### src/rctd_defines.vh
`ifndef RCTD_DEFINES_VH
`define RCTD_DEFINES_VH

// Register byte addresses
`define RCTD_LEAD_ADDR 32'h4000003c
`define RCTD_FINE_ADDR 32'h40000040
`define RCTD_BASE_ADDR 32'h40000044
`define RCTD_PCTL_ADDR 32'h40000050
`define RCTD_PRBK_ADDR 32'h40000054
`define RCTD_ZMAX_ADDR 32'h40000058
`define RCTD_ZMIN_ADDR 32'h4000005c
`define RCTD_ERR_ADDR 32'h40000060
`define RCTD_SLEEP_ADDR 32'h40000100
`define RCTD_SCTL_ADDR 32'h40000104
`define RCTD_ISTAT_ADDR 32'h40000108
`define RCTD_IMASK_ADDR 32'h4000010c

// Field positions
`define RCTD_SET_LEAD_MSB 20
`define RCTD_SET_LEAD_LSB 10
`define RCTD_CLR_LEAD_MSB 9
`define RCTD_CLR_LEAD_LSB 0
`define RCTD_FINE_MSB 9
`define RCTD_BASE_MSB 26
`define RCTD_PEN_BIT 7
`define RCTD_PSEL_MSB 5
`define RCTD_UPPER_MSB 31
`define RCTD_UPPER_LSB 16
`define RCTD_LOWER_MSB 15
`define RCTD_LOWER_LSB 0
`define RCTD_ERR_OVL_BIT 17
`define RCTD_ERR_RXB_BIT 16
`define RCTD_ERR_TXB_BIT 15
`define RCTD_ERR_RXD_BIT 14
`define RCTD_ERR_TXD_BIT 13
`define RCTD_SCTL_START_BIT 0
`define RCTD_SCTL_RUN_BIT 1
`define RCTD_EV_WAKE_BIT 0
`define RCTD_EV_EXPIRE_BIT 1
`define RCTD_EV_ERR_BIT 2
`define RCTD_EV_WIDTH 3

// Reset values
`define RCTD_RESET_WORD 32'h00000000
`define RCTD_RESET_EV 3'h0

// Link event types
`define RCTD_MODE_ADV 3'h0
`define RCTD_MODE_SCAN 3'h1
`define RCTD_MODE_INIT 3'h2
`define RCTD_MODE_MASTER 3'h3
`define RCTD_MODE_SLAVE 3'h4

`endif

### src/rctd_regs.v
`timescale 1ns/100ps
`include "rctd_defines.vh"

module rctd_regs #(
  parameter NGROUPS = 64
) (
  // APB slave
  input wire pclk,
  input wire presetn,
  input wire psel,
  input wire penable,
  input wire pwrite,
  input wire [31:0] paddr,
  input wire [31:0] pwdata,
  output reg [31:0] prdata,
  output wire pready,
  output wire pslverr,
  // Interrupt
  output wire irq,
  // Sleep timer
  input wire lp_clk,
  output reg sleep_wake_interrupt,
  // Corrections
  output wire [9:0] fine_phase_corr,
  output wire [26:0] base_time_corr_value,
  // Probe ports
  input wire [NGROUPS*8-1:0] probe_src,
  output wire [7:0] probe_bus_0,
  output wire [7:0] probe_bus_1,
  output wire [7:0] probe_bus_2,
  output wire [7:0] probe_bus_3,
  // Zone watch
  input wire reg_acc_valid,
  input wire [15:0] reg_acc_addr,
  input wire xmem_acc_valid,
  input wire [15:0] xmem_acc_addr,
  output reg regzone_hit_flag,
  output reg xmem_zone_hit_flag,
  // Link layer checks
  input wire event_irq,
  input wire event_irq_ack,
  input wire [2:0] event_mode,
  input wire [7:0] pkt_len,
  input wire rx_buf_check,
  input wire [15:0] rx_buf_ptr,
  input wire tx_buf_check,
  input wire [15:0] tx_buf_ptr,
  input wire rx_desc_check,
  input wire [14:0] rx_desc_ptr,
  input wire tx_desc_check,
  input wire [15:0] tx_desc_ptr
);

  ////////////////////////////////////////////////////////////////////////////
  function in_zone;
    input [15:0] addr;
    input [15:0] lower;
    input [15:0] upper;
    begin
      in_zone = (addr >= lower) && (addr <= upper);
    end
  endfunction

  // Four fixed ports; the control word holds one byte per port
  localparam NPORTS = 4;

  reg [31:0] lead_reg;
  reg [9:0] fine_reg;
  reg [26:0] base_reg;
  reg [31:0] pctl_reg;
  reg [31:0] zmax_reg;
  reg [31:0] zmin_reg;
  reg [31:0] sleep_reg;
  reg [`RCTD_EV_WIDTH-1:0] istat_reg;
  reg [`RCTD_EV_WIDTH-1:0] imask_reg;
  reg ovl_err_reg;
  reg rxb_err_reg;
  reg txb_err_reg;
  reg rxd_err_reg;
  reg txd_err_reg;
  reg pend_reg;
  reg running_reg;
  reg [31:0] remain_reg;
  reg [7:0] probe_reg [0:3];
  reg lp_s1_reg;
  reg lp_s2_reg;
  reg lp_s3_reg;
  reg hit;
  reg [31:0] rd_next;

  wire setup = psel & ~penable;
  wire wr = psel & penable & pwrite & hit;
  // Live bus values, not a stored copy
  wire [31:0] readback = {probe_bus_3, probe_bus_2, probe_bus_1, probe_bus_0};
  wire [31:0] err_word = {14'h0000, ovl_err_reg, rxb_err_reg, txb_err_reg,
                          rxd_err_reg, txd_err_reg, 13'h0000};
  wire [10:0] set_lead = lead_reg[`RCTD_SET_LEAD_MSB:`RCTD_SET_LEAD_LSB];
  wire [9:0] clr_lead = lead_reg[`RCTD_CLR_LEAD_MSB:`RCTD_CLR_LEAD_LSB];

  // Zero wait states; unmapped access answers with an error
  assign pready = 1'b1;
  assign pslverr = psel & penable & ~hit;
  assign irq = |(istat_reg & imask_reg);

  assign fine_phase_corr = fine_reg;
  assign base_time_corr_value = base_reg;

  ////////////////////////////////////////////////////////////////////////////
  // Address decode and read mux
  always @* begin
    hit = 1'b1;
    rd_next = 32'h00000000;
    if (paddr == `RCTD_LEAD_ADDR) begin
      rd_next = {11'h000, lead_reg[`RCTD_SET_LEAD_MSB:0]};
    end else if (paddr == `RCTD_FINE_ADDR) begin
      rd_next = {22'h000000, fine_reg};
    end else if (paddr == `RCTD_BASE_ADDR) begin
      rd_next = {5'h00, base_reg};
    end else if (paddr == `RCTD_PCTL_ADDR) begin
      rd_next = pctl_reg;
    end else if (paddr == `RCTD_PRBK_ADDR) begin
      rd_next = readback;
    end else if (paddr == `RCTD_ZMAX_ADDR) begin
      rd_next = zmax_reg;
    end else if (paddr == `RCTD_ZMIN_ADDR) begin
      rd_next = zmin_reg;
    end else if (paddr == `RCTD_ERR_ADDR) begin
      rd_next = err_word;
    end else if (paddr == `RCTD_SLEEP_ADDR) begin
      rd_next = sleep_reg;
    end else if (paddr == `RCTD_SCTL_ADDR) begin
      rd_next = {30'h00000000, running_reg, 1'b0};
    end else if (paddr == `RCTD_ISTAT_ADDR) begin
      rd_next = {29'h00000000, istat_reg};
    end else if (paddr == `RCTD_IMASK_ADDR) begin
      rd_next = {29'h00000000, imask_reg};
    end else begin
      hit = 1'b0;
    end
  end

  // Read data captured in setup so it stands registered during access
  always @(posedge pclk or negedge presetn) begin
    if (!presetn) begin
      prdata <= `RCTD_RESET_WORD;
    end else if (setup) begin
      prdata <= rd_next;
    end
  end

  ////////////////////////////////////////////////////////////////////////////
  // Writable registers
  always @(posedge pclk or negedge presetn) begin
    if (!presetn) begin
      lead_reg <= `RCTD_RESET_WORD;
      fine_reg <= 10'h000;
      base_reg <= 27'h0000000;
      pctl_reg <= `RCTD_RESET_WORD;
      zmax_reg <= `RCTD_RESET_WORD;
      zmin_reg <= `RCTD_RESET_WORD;
      sleep_reg <= `RCTD_RESET_WORD;
      imask_reg <= `RCTD_RESET_EV;
    end else if (wr) begin
      // read-only words not decoded for write
      if (paddr == `RCTD_LEAD_ADDR) begin
        lead_reg <= {11'h000, pwdata[`RCTD_SET_LEAD_MSB:0]};
      end else if (paddr == `RCTD_FINE_ADDR) begin
        fine_reg <= pwdata[`RCTD_FINE_MSB:0];
      end else if (paddr == `RCTD_BASE_ADDR) begin
        base_reg <= pwdata[`RCTD_BASE_MSB:0];
      end else if (paddr == `RCTD_PCTL_ADDR) begin
        pctl_reg <= pwdata & 32'hbfbfbfbf;
      end else if (paddr == `RCTD_ZMAX_ADDR) begin
        zmax_reg <= pwdata;
      end else if (paddr == `RCTD_ZMIN_ADDR) begin
        zmin_reg <= pwdata;
      end else if (paddr == `RCTD_SLEEP_ADDR) begin
        sleep_reg <= pwdata;
      end else if (paddr == `RCTD_IMASK_ADDR) begin
        imask_reg <= pwdata[`RCTD_EV_WIDTH-1:0];
      end
    end
  end

  ////////////////////////////////////////////////////////////////////////////
  // Probe ports
  genvar g;
  generate
    for (g = 0; g < NPORTS; g = g + 1) begin : g_probe
      wire en = pctl_reg[8*g+`RCTD_PEN_BIT];
      wire [5:0] sel = pctl_reg[8*g+`RCTD_PSEL_MSB -: 6];
      always @(posedge pclk or negedge presetn) begin
        if (!presetn) begin
          probe_reg[g] <= 8'h00;
        end else if (!en) begin
          probe_reg[g] <= 8'h00;
        end else if (sel < NGROUPS) begin
          probe_reg[g] <= probe_src[8*sel +: 8];
        end else begin
          probe_reg[g] <= 8'h00;
        end
      end
    end
  endgenerate

  assign probe_bus_0 = probe_reg[0];
  assign probe_bus_1 = probe_reg[1];
  assign probe_bus_2 = probe_reg[2];
  assign probe_bus_3 = probe_reg[3];

  ////////////////////////////////////////////////////////////////////////////
  // Zone flags, one cycle after the access
  wire [15:0] reg_lower = zmin_reg[`RCTD_UPPER_MSB:`RCTD_UPPER_LSB];
  wire [15:0] reg_upper = zmax_reg[`RCTD_UPPER_MSB:`RCTD_UPPER_LSB];
  wire [15:0] xmem_lower = zmin_reg[`RCTD_LOWER_MSB:`RCTD_LOWER_LSB];
  wire [15:0] xmem_upper = zmax_reg[`RCTD_LOWER_MSB:`RCTD_LOWER_LSB];

  always @(posedge pclk or negedge presetn) begin
    if (!presetn) begin
      regzone_hit_flag <= 1'b0;
      xmem_zone_hit_flag <= 1'b0;
    end else begin
      regzone_hit_flag <= reg_acc_valid & in_zone(reg_acc_addr,
        reg_lower, reg_upper);
      xmem_zone_hit_flag <= xmem_acc_valid & in_zone(xmem_acc_addr,
        xmem_lower, xmem_upper);
    end
  end

  ////////////////////////////////////////////////////////////////////////////
  // Programming error flags, sticky until reset
  // Read-only by design: a fault seen once stays visible
  // however late software gets round to looking
  wire tx_mode_adv = (event_mode == `RCTD_MODE_ADV) || (event_mode == `RCTD_MODE_SCAN) ||
                     (event_mode == `RCTD_MODE_INIT);
  wire tx_mode_conn = (event_mode == `RCTD_MODE_MASTER) || (event_mode == `RCTD_MODE_SLAVE);
  wire ovl_set = event_irq & pend_reg & ~event_irq_ack;
  wire rxb_set = rx_buf_check & (rx_buf_ptr == 16'h0000);
  wire txb_set = tx_buf_check & (tx_buf_ptr == 16'h0000) &
                 (tx_mode_adv | (tx_mode_conn & (pkt_len != 8'h00)));
  wire rxd_set = rx_desc_check & (rx_desc_ptr == 15'h0000);
  wire txd_set = tx_desc_check & (tx_desc_ptr == 16'h0000) & tx_mode_adv;
  wire err_event = (ovl_set & ~ovl_err_reg) | (rxb_set & ~rxb_err_reg) |
                   (txb_set & ~txb_err_reg) | (rxd_set & ~rxd_err_reg) |
                   (txd_set & ~txd_err_reg);

  always @(posedge pclk or negedge presetn) begin
    if (!presetn) begin
      pend_reg <= 1'b0;
      ovl_err_reg <= 1'b0;
      rxb_err_reg <= 1'b0;
      txb_err_reg <= 1'b0;
      rxd_err_reg <= 1'b0;
      txd_err_reg <= 1'b0;
    end else begin
      // New event interrupt wins over an acknowledge in the same cycle
      if (event_irq) begin
        pend_reg <= 1'b1;
      end else if (event_irq_ack) begin
        pend_reg <= 1'b0;
      end
      if (ovl_set) begin
        ovl_err_reg <= 1'b1;
      end
      if (rxb_set) begin
        rxb_err_reg <= 1'b1;
      end
      if (txb_set) begin
        txb_err_reg <= 1'b1;
      end
      if (rxd_set) begin
        rxd_err_reg <= 1'b1;
      end
      if (txd_set) begin
        txd_err_reg <= 1'b1;
      end
    end
  end

  ////////////////////////////////////////////////////////////////////////////
  // Low-power clock synchroniser and tick edge
  always @(posedge pclk or negedge presetn) begin
    if (!presetn) begin
      lp_s1_reg <= 1'b0;
      lp_s2_reg <= 1'b0;
      lp_s3_reg <= 1'b0;
    end else begin
      lp_s1_reg <= lp_clk;
      lp_s2_reg <= lp_s1_reg;
      lp_s3_reg <= lp_s2_reg;
    end
  end

  // Needs pclk well above twice the low-power clock rate
  wire lp_tick = lp_s2_reg & ~lp_s3_reg;
  wire start = wr && (paddr == `RCTD_SCTL_ADDR) && pwdata[`RCTD_SCTL_START_BIT];
  wire [31:0] remain_dec = remain_reg - 32'h00000001;
  // A start landing on a tick restarts the count; that tick must not
  // raise the old sleep's expiry or wake events
  wire tick_live = running_reg & lp_tick & ~start;
  wire expire = tick_live & (remain_dec == 32'h00000000);
  wire wake_rise = tick_live & ~sleep_wake_interrupt &
                   (remain_dec == {21'h000000, set_lead});

  ////////////////////////////////////////////////////////////////////////////
  // Sleep countdown and wake interrupt
  always @(posedge pclk or negedge presetn) begin
    if (!presetn) begin
      running_reg <= 1'b0;
      remain_reg <= `RCTD_RESET_WORD;
      sleep_wake_interrupt <= 1'b0;
    end else if (start) begin
      running_reg <= (sleep_reg != 32'h00000000);
      remain_reg <= sleep_reg;
      sleep_wake_interrupt <= 1'b0;
    end else if (running_reg && lp_tick) begin
      remain_reg <= remain_dec;
      if (expire) begin
        running_reg <= 1'b0;
      end
      if (remain_dec == {22'h000000, clr_lead} || expire) begin
        sleep_wake_interrupt <= 1'b0;
      end else if (wake_rise) begin
        sleep_wake_interrupt <= 1'b1;
      end
    end
  end

  ////////////////////////////////////////////////////////////////////////////
  // Interrupt status, write one to clear; a new event wins over the clear
  wire [`RCTD_EV_WIDTH-1:0] ev_set = {err_event, expire, wake_rise};
  wire [`RCTD_EV_WIDTH-1:0] ev_clr = (wr && paddr == `RCTD_ISTAT_ADDR) ?
                                     pwdata[`RCTD_EV_WIDTH-1:0] : `RCTD_RESET_EV;

  always @(posedge pclk or negedge presetn) begin
    if (!presetn) begin
      istat_reg <= `RCTD_RESET_EV;
    end else begin
      istat_reg <= (istat_reg & ~ev_clr) | ev_set;
    end
  end

endmodule // rctd_regs

### config.mk
export PLATFORM = sky130hd
export DESIGN_NAME = rctd_regs
export DESIGN_NICKNAME = d
export VERILOG_FILES = /design/src/rctd_regs.v
export VERILOG_INCLUDE_DIRS = /design/src
export SDC_FILE = /design/constraint.sdc
export NUM_CORES = 1
export LEC_CHECK = 0
export BUFFER_PORTS_ARGS = -buffer_cell sky130_fd_sc_hd__buf_4
export CAP_MARGIN = 20
export CORE_ASPECT_RATIO = 0.8
export CORE_MARGIN = 2
export CORE_UTILIZATION = 28
export DETAILED_ROUTE_END_ITERATION = 12
export HOLD_SLACK_MARGIN = 0.06
export PLACE_DENSITY_LB_ADDON = 0.25
export SETUP_SLACK_MARGIN = 0.1
export SLEW_MARGIN = 20
export SYNTH_ARGS = -nofsm -noshare
export SYNTH_HDL_FRONTEND = slang
export SYNTH_SLANG_ARGS = --single-unit
### constraint.sdc
create_clock -name pclk -period 3.7 [get_ports pclk]
set_input_delay 0.74 -clock pclk [delete_from_list [all_inputs] [get_ports pclk]]
set_output_delay 0.74 -clock pclk [all_outputs]
set_load 0.03 [all_outputs]
; ---- Yosys cells after proc, flatten, opt, wreduce, memory -nomap -nowiden
; Index checks and enable logic that the tools add are counted.
; Widths: inputs -> output; s select.
[classes]
addsub = 1
multipliers = 0
div_mod_pow = 0
order_cmp = 4
eq_ne = 18
n_shift = 4
mux = 40
bitwise = 54
reduce_logical = 33
[ops]
columns = cell, n
row1 = $shiftx 512x10->8, 4
row2 = $eq 32x31->1 const B, 12
row3 = $mux 32, 11
row4 = $logic_not 16->1, 3
row5 = $eq 32x10->1, 1
row6 = $eq 32x11->1, 1
row7 = $ge 16x16->1, 2
row8 = $le 16x16->1, 2
row9 = $logic_not 32->1, 1
row10 = $mux 8, 4
row11 = $reduce_bool 32->1, 1
row12 = $sub 32x1->32 const B, 1
row13 = $and 1x1->1, 27
row14 = $mux 1, 21
row15 = $not 1->1, 18
row16 = $logic_not 15->1, 1
row17 = $mux 3, 4
row18 = $reduce_and 9->1, 1
row19 = $reduce_and 8->1, 1
row20 = $reduce_bool 8->1, 1
row21 = $reduce_and 7->1, 1
row22 = $and 3x3->3, 2
row23 = $eq 3x2->1 const B, 2
row24 = $logic_and 1x1->1, 6
row25 = 15 further kinds, 26
[word_totals]
register_bits = 297
latch_bits = 0
ramBits = 0
mem_bits_ro = 0
input_bits = 696
out_inout_bits = 107
wordCells = 182
memories = 0

; ---- Logic depth before layout (Yosys ltp)
; Gate-level depths: netlist of the first run.
[logic_depth]
word_depth = 24
depth_mapped = 11
depth_no_buf = 10

; ---- Worst setup path before layout of the first run
; Ideal clock, no wire load.
[synth_path]
path_type = input -> register
from = input paddr[20]
to = register pctl_reg[0]
setup_time_ps = 125
arrival_time_ps = 3085
required_time_ps = 3575
setup_slack_ps = 490
path_stages = 8
n_path_buf = 2
path_cell_list = or4_1 > clkbuf_1 > nor4_4 > and2_1 > nand2_2 > nor3_4 > buf_2 > mux2_2
[synth_between]
elab_chain_cells = 15
word_cells_on_any_way = 29
classes_between = 12 x eq/ne / 12 x mux / 4 x bitwise / 1 x reduce/logical
[synth_lines]
columns = element, line_no
row1 = start: declaration, rctd_regs.v:13  ; input wire [31:0] paddr,
row2 = $eq 32x31->1 (no source line), -
row3 = $mux 1, rctd_regs.v:135  ; end else if (paddr == `RCTD_IMASK_ADDR) begin
row4 = $mux 1, rctd_regs.v:133  ; end else if (paddr == `RCTD_ISTAT_ADDR) begin
row5 = $mux 1, rctd_regs.v:131  ; end else if (paddr == `RCTD_SCTL_ADDR) begin
row6 = $mux 1, rctd_regs.v:129  ; end else if (paddr == `RCTD_SLEEP_ADDR) begin
row7 = $mux 1, rctd_regs.v:127  ; end else if (paddr == `RCTD_ERR_ADDR) begin
row8 = $mux 1, rctd_regs.v:125  ; end else if (paddr == `RCTD_ZMIN_ADDR) begin
row9 = $mux 1, rctd_regs.v:123  ; end else if (paddr == `RCTD_ZMAX_ADDR) begin
row10 = $mux 1, rctd_regs.v:121  ; end else if (paddr == `RCTD_PRBK_ADDR) begin
row11 = $mux 1, rctd_regs.v:119  ; end else if (paddr == `RCTD_PCTL_ADDR) begin
row12 = $mux 1, rctd_regs.v:117  ; end else if (paddr == `RCTD_BASE_ADDR) begin
row13 = $mux 1, rctd_regs.v:115  ; end else if (paddr == `RCTD_FINE_ADDR) begin
row14 = $mux 1, rctd_regs.v:113  ; if (paddr == `RCTD_LEAD_ADDR) begin
row15 = $and 1x1->1, rctd_regs.v:92  ; wire wr = psel & penable & pwrite & hit;
row16 = $reduce_and 5->1 (no source line) *, -
row17 = end signal: assignment, rctd_regs.v:158  ; pctl_reg <= `RCTD_RESET_WORD;
row18 = end signal: assignment, rctd_regs.v:172  ; pctl_reg <= pwdata & 32'hbfbfbfbf;
row19 = end: declaration, rctd_regs.v:70  ; reg [31:0] pctl_reg;
; Mark *: on every way between the ends. The rest lies on a longest branch, timed or not.
; A chain may end at the register's enable or synchronous reset.

; ---- Worst setup path in the final report of the first run
[layout_path]
from = register pctl_reg[0]
to = register probe_reg, in the netlist probe_bus_0[3]
[layout_between]
elab_chain_cells = 2
[layout_lines]
columns = element, line_no
row1 = $shiftx 512x10->8, rctd_regs.v:198  ; probe_reg[g] <= probe_src[8*sel +: 8];
row2 = $mux 8, rctd_regs.v:195  ; end else if (!en) begin
row3 = end signal: indexed assignment, rctd_regs.v:198
row4 = end: declaration, rctd_regs.v:84  ; reg [7:0] probe_reg [0:3];
; Every way passes these cells.

==> results of run 1 <==
[stage by stage]
stage | total power (W) | instances | setup WS [ns]
3_5_place_dp | 0.00565 | 4582 | 0.184
2_1_floorplan | 0.00430 | 2386 | 0.490
4_1_cts | 0.00928 | 4643 | 0.429
5_1_grt | 0.00958 | 4659 | 0.255
3_3_place_gp | 0.00562 | 4582 | 0.214
6_report | 0.00925 | 4671 | 0.414
[cell families after synthesis]
group / synth area share (%)
muxes: 52.7
and+or+nand+nor: 8.01
AOI/OAI and AO/OA: 7.41
buffers and inverters: 3.82
DFF: 23.7
adders and majority gates: 2.63
xor gates and xnor gates: 1.76
other: 0.0120
[cells in the mapped netlist (6+ instances only)]
library cell    n  area (sq um)
inv_1          77           289
nand2_1       153           574
a21boi_0        6          45.0
clkbuf_1      157           589
or4_1          10          75.1
and3_1         14          87.6
mux2i_1         7          70.1
a21oi_1        81           405
buf_2          12          60.1
nand2b_1        9          56.3
nand3_1        15          75.1
and2_1         37           231
nor2b_1        11          68.8
a221o_1         8          80.1
or3_1           7          43.8
o21ai_0       157           786
nor3_1         20           100
buf_1          63           236
a211oi_1        6          45.0
a221oi_1       16           140
a22oi_1        13          97.6
a32oi_1         9          78.8
mux2_2        117          1320
a21o_1         18           135
ha_1           66           826
dfrtp_1       297          7430
nor4b_1         9          78.8
nand4_1        23           144
nor2_1         81           304
nor4_1         40           250
a22o_1          6          52.6
xnor2_1        43           377
xor2_1         20           175
a222oi_1       18           180
mux4_2        672         15100
or2_2          15          93.8
[area by class of cell]
| type | instances | area, sq um |
|---|---|---|
| inverters | 78 | 293 |
| diodes | 28 | 70.1 |
| fillers | 10863 | 69600 |
| clock buffers | 49 | 1030 |
| repair buffers | 932 | 7500 |
| multi-input cells | 1777 | 22800 |
| flip-flops and latches | 297 | 7470 |
| well taps | 1498 | 1870 |
| clock inverters | 12 | 154 |
[path summary, 6_finish.rpt]
kind / slack [ns] / end / from / cells after the start
worst min-delay path: 0.17 / pend_reg / presetn / 1
worst max register to register: 0.41 / probe_bus_0[3] / pctl_reg[0] / 5
max in group asynchronous: 2.58 / zmin_reg[7] / presetn / 2
min in group pclk: 0.32 / lp_s1_reg / lp_clk / 1
worst max-delay path: 0.41 / probe_bus_0[3] / pctl_reg[0] / 5
worst min register to register: 0.36 / lp_s2_reg / lp_s1_reg / 0
[routing by layer]
layer | part of all wire [%] | vias up | global-route usage [%]
met5 | 0.14 | - | 0
li1 | - | 11464 | -
met1 | 40 | 15229 | 39.5
met4 | 2.8 | 34 | 6.55
met3 | 13 | 284 | 10.8
met2 | 44 | 2068 | 42.4
[power breakdown]
group	leakage, nW	switching [W]	internal [W]
registers	3.59	0.0000579	0.00329
logic	11.6	0.00109	0.00120
clock network	0.564	0.00147	0.00215
total	15.8	0.00261	0.00664
==> results.md, run 1 <==
- Final Hold Fails: 0
- Setup TNS: 0 ns
- Root buffer cell: clkbuf_16
- Number of synthesized register bits: 297
- Wire per inst: 35.8 um
- Die ar.: 115000 sq um
- Post-Route WL: 167 mm
- Leakage: 15.8 nW
- Max Transition Viols Final: 0
- Synth cell types: 73
- Die height: 303 um
- Most frequent cells in the layout: buf_4, mux4_2, dfrtp_1
- Worst rel slew slack: 34.2%
- Clk sink count: 297
- Fin area: 41200 sq um
- Fraction of layout cells with a size suffix above 1: 58.2%
- CTS Buf Count: 34
- Port Buffers: 801
- Worst path bufs/invs: 1
- Slowest CP cell: dfrtp_4
- Core Area: 111000 sq um
- Latest clock arrival within the worst-skew pair: 0.53 ns
- Post-Syn Instances: 2386
- Most used cell, CP: mux4_2
- Power Density: 225 nW/um^2
- Worst EP arrival: 3.71 ns
- HP Class: in2async
- Post-layout min period: 3.29 ns
- Commonest non-fill, non-tap cell in the layout: buf_4
- Antenna-violating nets left: 0
- CP Class: reg2reg
- Seq/Total Area, Yosys: 23.7%
- GRT Total Usage: 28.5%
- Placed cell area: 39900 sq um
- Starting Density: 28.3%
- Syn nets: 3148
- CTS clk-pin slew, worst paths: 0.07 ns
- Grt ovf: 0
- Final HPWL DP: 137 mm
- Critical path endpoint category: flop
- # hold bufs at CTS: 0
- Cell Area, Synth: 31400 sq um
- Clock tree from TritonCTS: yes
- Crit Path Max Fanout: 21
- Placer Congestion: 0.956
- Drt pass-1 iters: 8
- Slowest stage delay, CP: 0.80 ns
- H-tree depth: 2
- VDD IR-drop max: 0.000226 V
- Status: complete, no violations
- CP Launch Type: flop
- Post-layout util: 37.2%
- CTS-repair resized insts: 0
- Drt initial violations: 3620
- Routed vias: 29079
- Initial antenna violation count: 49
- Max Freq: 304 MHz
- Largest net degree at the start of global routing: 83
- Worst-path cell chain: buf_4 -> mux4_2 -> mux4_2 -> mux4_2 -> and2_1
- FFs w/ async S/R, synth: 100%
- Vias in the first global route: 28158
- # Post-CTS Setup Buffers: 0
- Vias per cell: 6.23
- Setup Viol. Count Final: 0
- Ys Warns: 0
- Max Buffers Root-to-Sink: 3
- Synthesis-to-layout area growth: 31.2%
- Horiz. Die Dim: 378 um
- Period utilization: 88.8%
- # rows: 109
- Global-route wire length before repair: 230 mm
- Worst-Margin Slew: 0.988 ns
- Setup Skew: 0.0139 ns
- Number of synthesized flops with an enable pin: 0
- Hold WS: 0.172 ns
- Max Cap Viol: 0
- Unrepaired setup endpoints after global routing: no
- Critical path's top delay family: multiplexers
- IO Count: 803
- Remaining DRCs: 0
- Dominant synthesized flop cell: dfrtp_1
- Crit path required time: 4.13 ns
- Mean area per synthesized cell: 13.1 sq um
- Net count, final: 3882
(Power assumes the default switching activity.)
==> run 2, diff against run 1 <==
- CELL_PAD_IN_SITES_DETAIL_PLACEMENT: unset -> 0
- CELL_PAD_IN_SITES_GLOBAL_PLACEMENT: unset -> 1
- PLACE_DENSITY: unset -> 0.57
- PLACE_DENSITY_LB_ADDON: 0.25 -> unset
==> results.md, run 2 (same netlist as run 1, synthesis figures left out) <==
- Hold WS: 0.117 ns (-0.0546 ns)
- Internal power: 0.00646 W (-2.8%)
- Grt met2 use: 45.0% (+2.6 points)
- # rows: 109 (unchanged)
- H-tree depth: 2 (unchanged)
- Comb pwr share: 25.0% (+0.3 points)
- Clock tree from TritonCTS: yes
- Global-route wire length before repair: 244 mm (+5.8%)
- Crit path required time: 4.13 ns (about the same)
- CP Launch Type: flop
- Switching Power: 0.00261 W (about the same)
- Final Hold Fails: 0 (unchanged)
- Crit Path Max Fanout: 5 (-76%)
- Largest net degree at the start of global routing: 100 (+20%)
- Max Transition Viols Final: 0 (unchanged)
- Max Buffers Root-to-Sink: 3 (unchanged)
- Max Freq: 302 MHz (-0.82%)
- Setup ws final: 0.387 ns (-0.0273 ns)
- Unrepaired setup endpoints after global routing: no
- Remaining DRCs: 0 (unchanged)
- Drt pass-1 iters: 7 (-1)
- Setup Skew: 0.0287 ns (+0.0148 ns)
- Vias in the first global route: 29611 (+5.2%)
- Commonest non-fill, non-tap cell in the layout: buf_4
- Reg2reg setup slack: 0.39 ns (-0.03 ns)
- Place WS: 0.231 ns (+0.0472 ns)
- CP Class: reg2reg
- Die height: 303 um (unchanged)
- Met3 GRT Util: 10.3% (-0.47 points)
- Most frequent cells in the layout: buf_4, mux4_2, dfrtp_1
- Leakage: 15.8 nW (+0.23%)
- Post-Route WL: 177 mm (+5.7%)
- Placer Congestion: 0.970 (+1.4%)
- # hold bufs at CTS: 0 (unchanged)
- Synthesis-to-layout area growth: 31.5%
- VDD IR-drop max: 0.000269 V (+19%)
- Final std cells w/o fill: 4689 (+0.39%)
- Clk sink count: 297 (unchanged)
- Die ar.: 115000 sq um (unchanged)
- Net count, final: 3891 (+0.23%)
- Latest clock arrival within the worst-skew pair: 0.54 ns (about the same)
- Gr busiest metal: met2
- Status: complete, no violations
- Max Cap Viol: 0 (unchanged)
- Vias per cell: 6.23 (about the same)
- HP Class: in2async
- Drt initial violations: 3338 (-7.8%)
- Sequential power share: 37.0% (+0.8 points)
- Antenna-violating nets left: 0 (unchanged)
- Initial antenna violation count: 53 (+8.2%)
- Setup Viol. Count Final: 0 (unchanged)
- Power Density: 220 nW/um^2 (-2.2%)
- Period utilization: 89.5% (+0.74 points)
- Wire per inst: 37.7 um (+5.3%)
- GRT Total Usage: 30.3% (+1.8 points)
- Starting Density: 28.3% (unchanged)
- Worst-Margin Slew: 1.01 ns (+0.0216 ns)
- Worst EP arrival: 3.74 ns (+0.03 ns)
- Worst rel slew slack: 32.7% (-1.4 points)
- IO Count: 803 (unchanged)
- Clock power share: 38.0% (-1.1 points)
- Root buffer cell: clkbuf_16
- Fraction of layout cells with a size suffix above 1: 58.0% (-0.18 points)
- Total power: 0.00907 W (-2.0%)
- Routed vias: 29218 (+0.48%)
- # Post-CTS Setup Buffers: 0 (unchanged)
- CTS-repair resized insts: 0 (unchanged)
- Placed cell count: 4590 (+0.17%)
- GR Util met1: 41.5% (+2.0 points)
- CTS clk-pin slew, worst paths: 0.06 ns (about the same)
- Post-layout min period: 3.31 ns (+0.0273 ns)
- Final HPWL DP: 144 mm (+5.4%)
- Setup TNS: 0 ns (unchanged)
- Horiz. Die Dim: 378 um (unchanged)
- Layout fillers: 10889 (+0.24%)
- Multi-input logic area: 22800 sq um (about the same)
- Grt ovf: 0 (unchanged)
- Critical path endpoint category: flop
- Net Sw Frac: 28.8% (+0.59 points)
- CTS Buf Count: 35 (+2.9%)
- Register area: 7470 sq um (unchanged)
- Core Area: 111000 sq um (unchanged)
- Port Buffers: 801 (unchanged)
-- run 2: path summary, 6_finish.rpt --
check                                             to  cells after the start     startpoint
worst max-delay path            sleep_wake_interrupt                     11  remain_reg[1]
worst min-delay path                        pend_reg                      1        presetn
worst max register to register  sleep_wake_interrupt                     11  remain_reg[1]
worst min register to register             lp_s2_reg                      0      lp_s1_reg
max in group asynchronous                pctl_reg[9]                      2        presetn
min in group pclk                          lp_s1_reg                      1         lp_clk
-- run 2: cell type report --
type | count | area share, %
Antenna cell | 36 | 0.218
Inverter | 78 | 0.710
Clock inverter | 9 | 0.221
Timing Repair Buffer | 940 | 18.5
Tap cell | 1498 | 4.54
Sequential cell | 297 | 18.1
Multi-Input combinational cell | 1777 | 55.2
Clock buffer | 54 | 2.47
-- run 2: metrics by stage --
stage                     cell area (sq um)  util (%)
after detailed placement              40100      36.2
after global placement                40100      36.2
after CTS                             41200      37.2
after global routing                  41200      37.2
after floorplan                       31400         -
final                                 41300      37.3
-- run 2: power by group through the flow --
stage | Combinational, W | Clock [W] | Sequential [W]
2_1_floorplan | 0.000900 | 0 | 0.00340
3_3_place_gp | 0.00219 | 0 | 0.00341
3_5_place_dp | 0.00224 | 0 | 0.00341
4_1_cts | 0.00225 | 0.00352 | 0.00335
5_1_grt | 0.00239 | 0.00366 | 0.00336
6_report | 0.00227 | 0.00344 | 0.00336
-- run 2: metal layers --
metal / share of wire [%] / vias up
met5: 0.065 / -
met3: 12 / 310
li1: - / 11487
met1: 41 / 15347
met2: 44 / 2056
met4: 3.5 / 18
-- run 2: critical path: stages, from the launching register on --
cell and delay, ns:
dfrtp_1 0.40, inv_1 0.09, ha_1 0.25, or4b_1 0.58, or2_2 0.39, or4_1 0.43, xnor2_1 0.15, nor2_1 0.22
nor4b_1 0.39, buf_4 0.18, a21o_1 0.11, a21oi_1 0.04
==> run 3, diff against run 2 <==
- CTS_BUF_LIST: unset -> sky130_fd_sc_hd__clkbuf_8
==> results.md, run 3 (same netlist as run 1, synthesis figures left out) <==
- Critical path's top delay family: simple AND/OR/NAND/NOR gates
- CTS clk-pin slew, worst paths: 0.07 ns (about the same)
- Synthesis-to-layout area growth: 31.5% (about the same)
- # hold bufs at CTS: 1 (+1)
- Vias per cell: 6.23 (about the same)
- Critical path endpoint category: flop
- Starting Density: 28.3% (unchanged)
- Final std cells w/o fill: 4725 (+0.77%)
- Post-layout min period: 3.34 ns (+0.0257 ns)
- Register area: 7470 sq um (unchanged)
- # rows: 109 (unchanged)
- Drt pass-1 iters: 6 (-1)
- Slowest stage delay, CP: 0.58 ns (about the same)
- Crit Path Max Fanout: 5 (unchanged)
- Grt met2 use: 45.0% (about the same)
- Gr busiest metal: met2
- Setup Skew: 0.0407 ns (+0.0120 ns)
- Worst path bufs/invs: 2 (unchanged)
- Placed cell count: 4590 (unchanged)
- Met3 GRT Util: 10.6% (+0.31 points)
- Die ar.: 115000 sq um (unchanged)
- Antenna-violating nets left: 0 (unchanged)
- GRT Total Usage: 30.4% (+0.068 points)
- VDD IR-drop max: 0.000244 V (-9.4%)
- Layout fillers: 10898 (+0.083%)
- H-tree depth: 2 (unchanged)
- Worst-path cell chain: inv_1 -> ha_1 -> or4b_1 -> or2_2 -> or4_1 -> xnor2_1 -> nor2_1 -> nor4b_1 -> buf_4 -> a21o_1 -> a21oi_1
- Global-route wire length before repair: 244 mm (+0.21%)
- CTS-repair resized insts: 0 (unchanged)
- Drt initial violations: 3207 (-3.9%)
- Most frequent cells in the layout: buf_4, mux4_2, dfrtp_1
- Setup Viol. Count Final: 0 (unchanged)
- Core Area: 111000 sq um (unchanged)
- Status: complete, no violations
- Clk sink count: 297 (unchanged)
- Grt ovf: 0 (unchanged)
- Fraction of layout cells with a size suffix above 1: 58.2% (+0.20 points)
- CP Launch Type: flop
- Largest net degree at the start of global routing: 100 (unchanged)
- Post-Route WL: 177 mm (+0.20%)
- Final Hold Fails: 0 (unchanged)
- Max Buffers Root-to-Sink: 3 (unchanged)
- Remaining DRCs: 0 (unchanged)
- CTS Buf Count: 52 (+49%)
- Crit path required time: 4.25 ns (+0.12 ns)
- Max Cap Viol: 0 (unchanged)
- Worst-Margin Slew: 0.994 ns (-0.0152 ns)
- Hold WS: 0.234 ns (+0.117 ns)
- Setup ws final: 0.361 ns (-0.0257 ns)
- Routed vias: 29421 (+0.69%)
- # Post-CTS Setup Buffers: 0 (unchanged)
- Vias in the first global route: 29735 (+0.42%)
- Die height: 303 um (unchanged)
- Root buffer cell: clkbuf_8
- Final HPWL DP: 144 mm (unchanged)
- Clock tree from TritonCTS: yes
- Worst rel slew slack: 33.7% (+1.0 points)
- Net count, final: 3909 (+0.46%)
- Worst EP arrival: 3.89 ns (+0.15 ns)
- Horiz. Die Dim: 378 um (unchanged)
- Initial antenna violation count: 55 (+3.8%)
- IO Count: 803 (unchanged)
- Commonest non-fill, non-tap cell in the layout: buf_4
- HP Class: in2reg
- Period utilization: 90.2% (+0.69 points)
- Max Transition Viols Final: 0 (unchanged)
- Leakage: 15.9 nW (+0.64%)
- Post-layout util: 37.2% (about the same)
- Max Freq: 300 MHz (-0.77%)
- Place WS: 0.231 ns (unchanged)
- GR Util met1: 41.4% (-0.085 points)
- CP Class: reg2reg
- Latest clock arrival within the worst-skew pair: 0.66 ns (+0.12 ns)
- Unrepaired setup endpoints after global routing: no
- Port Buffers: 801 (unchanged)
- Placer Congestion: 0.970 (unchanged)
- Slowest CP cell: or4b_1
- Setup TNS: 0 ns (unchanged)
- Multi-input logic area: 22800 sq um (unchanged)
- Wire per inst: 37.5 um (-0.57%)
- Power Density: 214 nW/um^2 (-2.8%)
run 3: report_power, final:
group	switching (W)	internal (W)	total (W)
registers	0.0000635	0.00329	0.00336
logic	0.00108	0.00119	0.00227
clock network	0.00149	0.00170	0.00319
total	0.00264	0.00618	0.00882
run 3: layout make-up:
class / instances / share of cell area, %
Clock buffer: 67 / 2.24
Inverter: 78 / 0.710
Multi-Input combinational cell: 1777 / 55.2
Antenna cell: 38 / 0.231
Clock inverter: 29 / 0.382
Tap cell: 1498 / 4.54
Timing Repair Buffer: 941 / 18.6
Sequential cell: 297 / 18.1
run 3: final timing paths:
| kind | startpoint | slack [ns] | endpoint | depth (start not counted) |
|---|---|---|---|---|
| max | remain_reg[1] | 0.36 | sleep_wake_interrupt | 11 |
| min | lp_clk | 0.23 | lp_s1_reg | 1 |
| max reg2reg | remain_reg[1] | 0.36 | sleep_wake_interrupt | 11 |
| min reg2reg | lp_s1_reg | 0.37 | lp_s2_reg | 0 |
| max in group asynchronous | presetn | 2.12 | pctl_reg[9] | 3 |
| min in group asynchronous | presetn | 0.63 | pend_reg | 2 |
run 3: per-stage QoR:
| step | power [W] | instance area (sq um) |
|---|---|---|
| after floorplan | 0.00430 | 31400 |
| after global placement | 0.00560 | 40100 |
| after detailed placement | 0.00565 | 40100 |
| after CTS | 0.00889 | 41100 |
| after global routing | 0.00918 | 41200 |
| final | 0.00882 | 41200 |
run 3: worst reg2reg max path: stages (launching register included):
cell,delay (ns)
dfrtp_1,0.40
inv_1,0.09
ha_1,0.25
or4b_1,0.59
or2_2,0.39
or4_1,0.43
xnor2_1,0.15
nor2_1,0.24
nor4b_1,0.40
buf_4,0.18
a21o_1,0.11
a21oi_1,0.04
run 3: metal layers:
metal / wire (um) / part of all wire, %
met2: 77300 / 44
met1: 72400 / 41
met3: 20700 / 12
met4: 6450 / 3.6
met5: 117 / 0.066
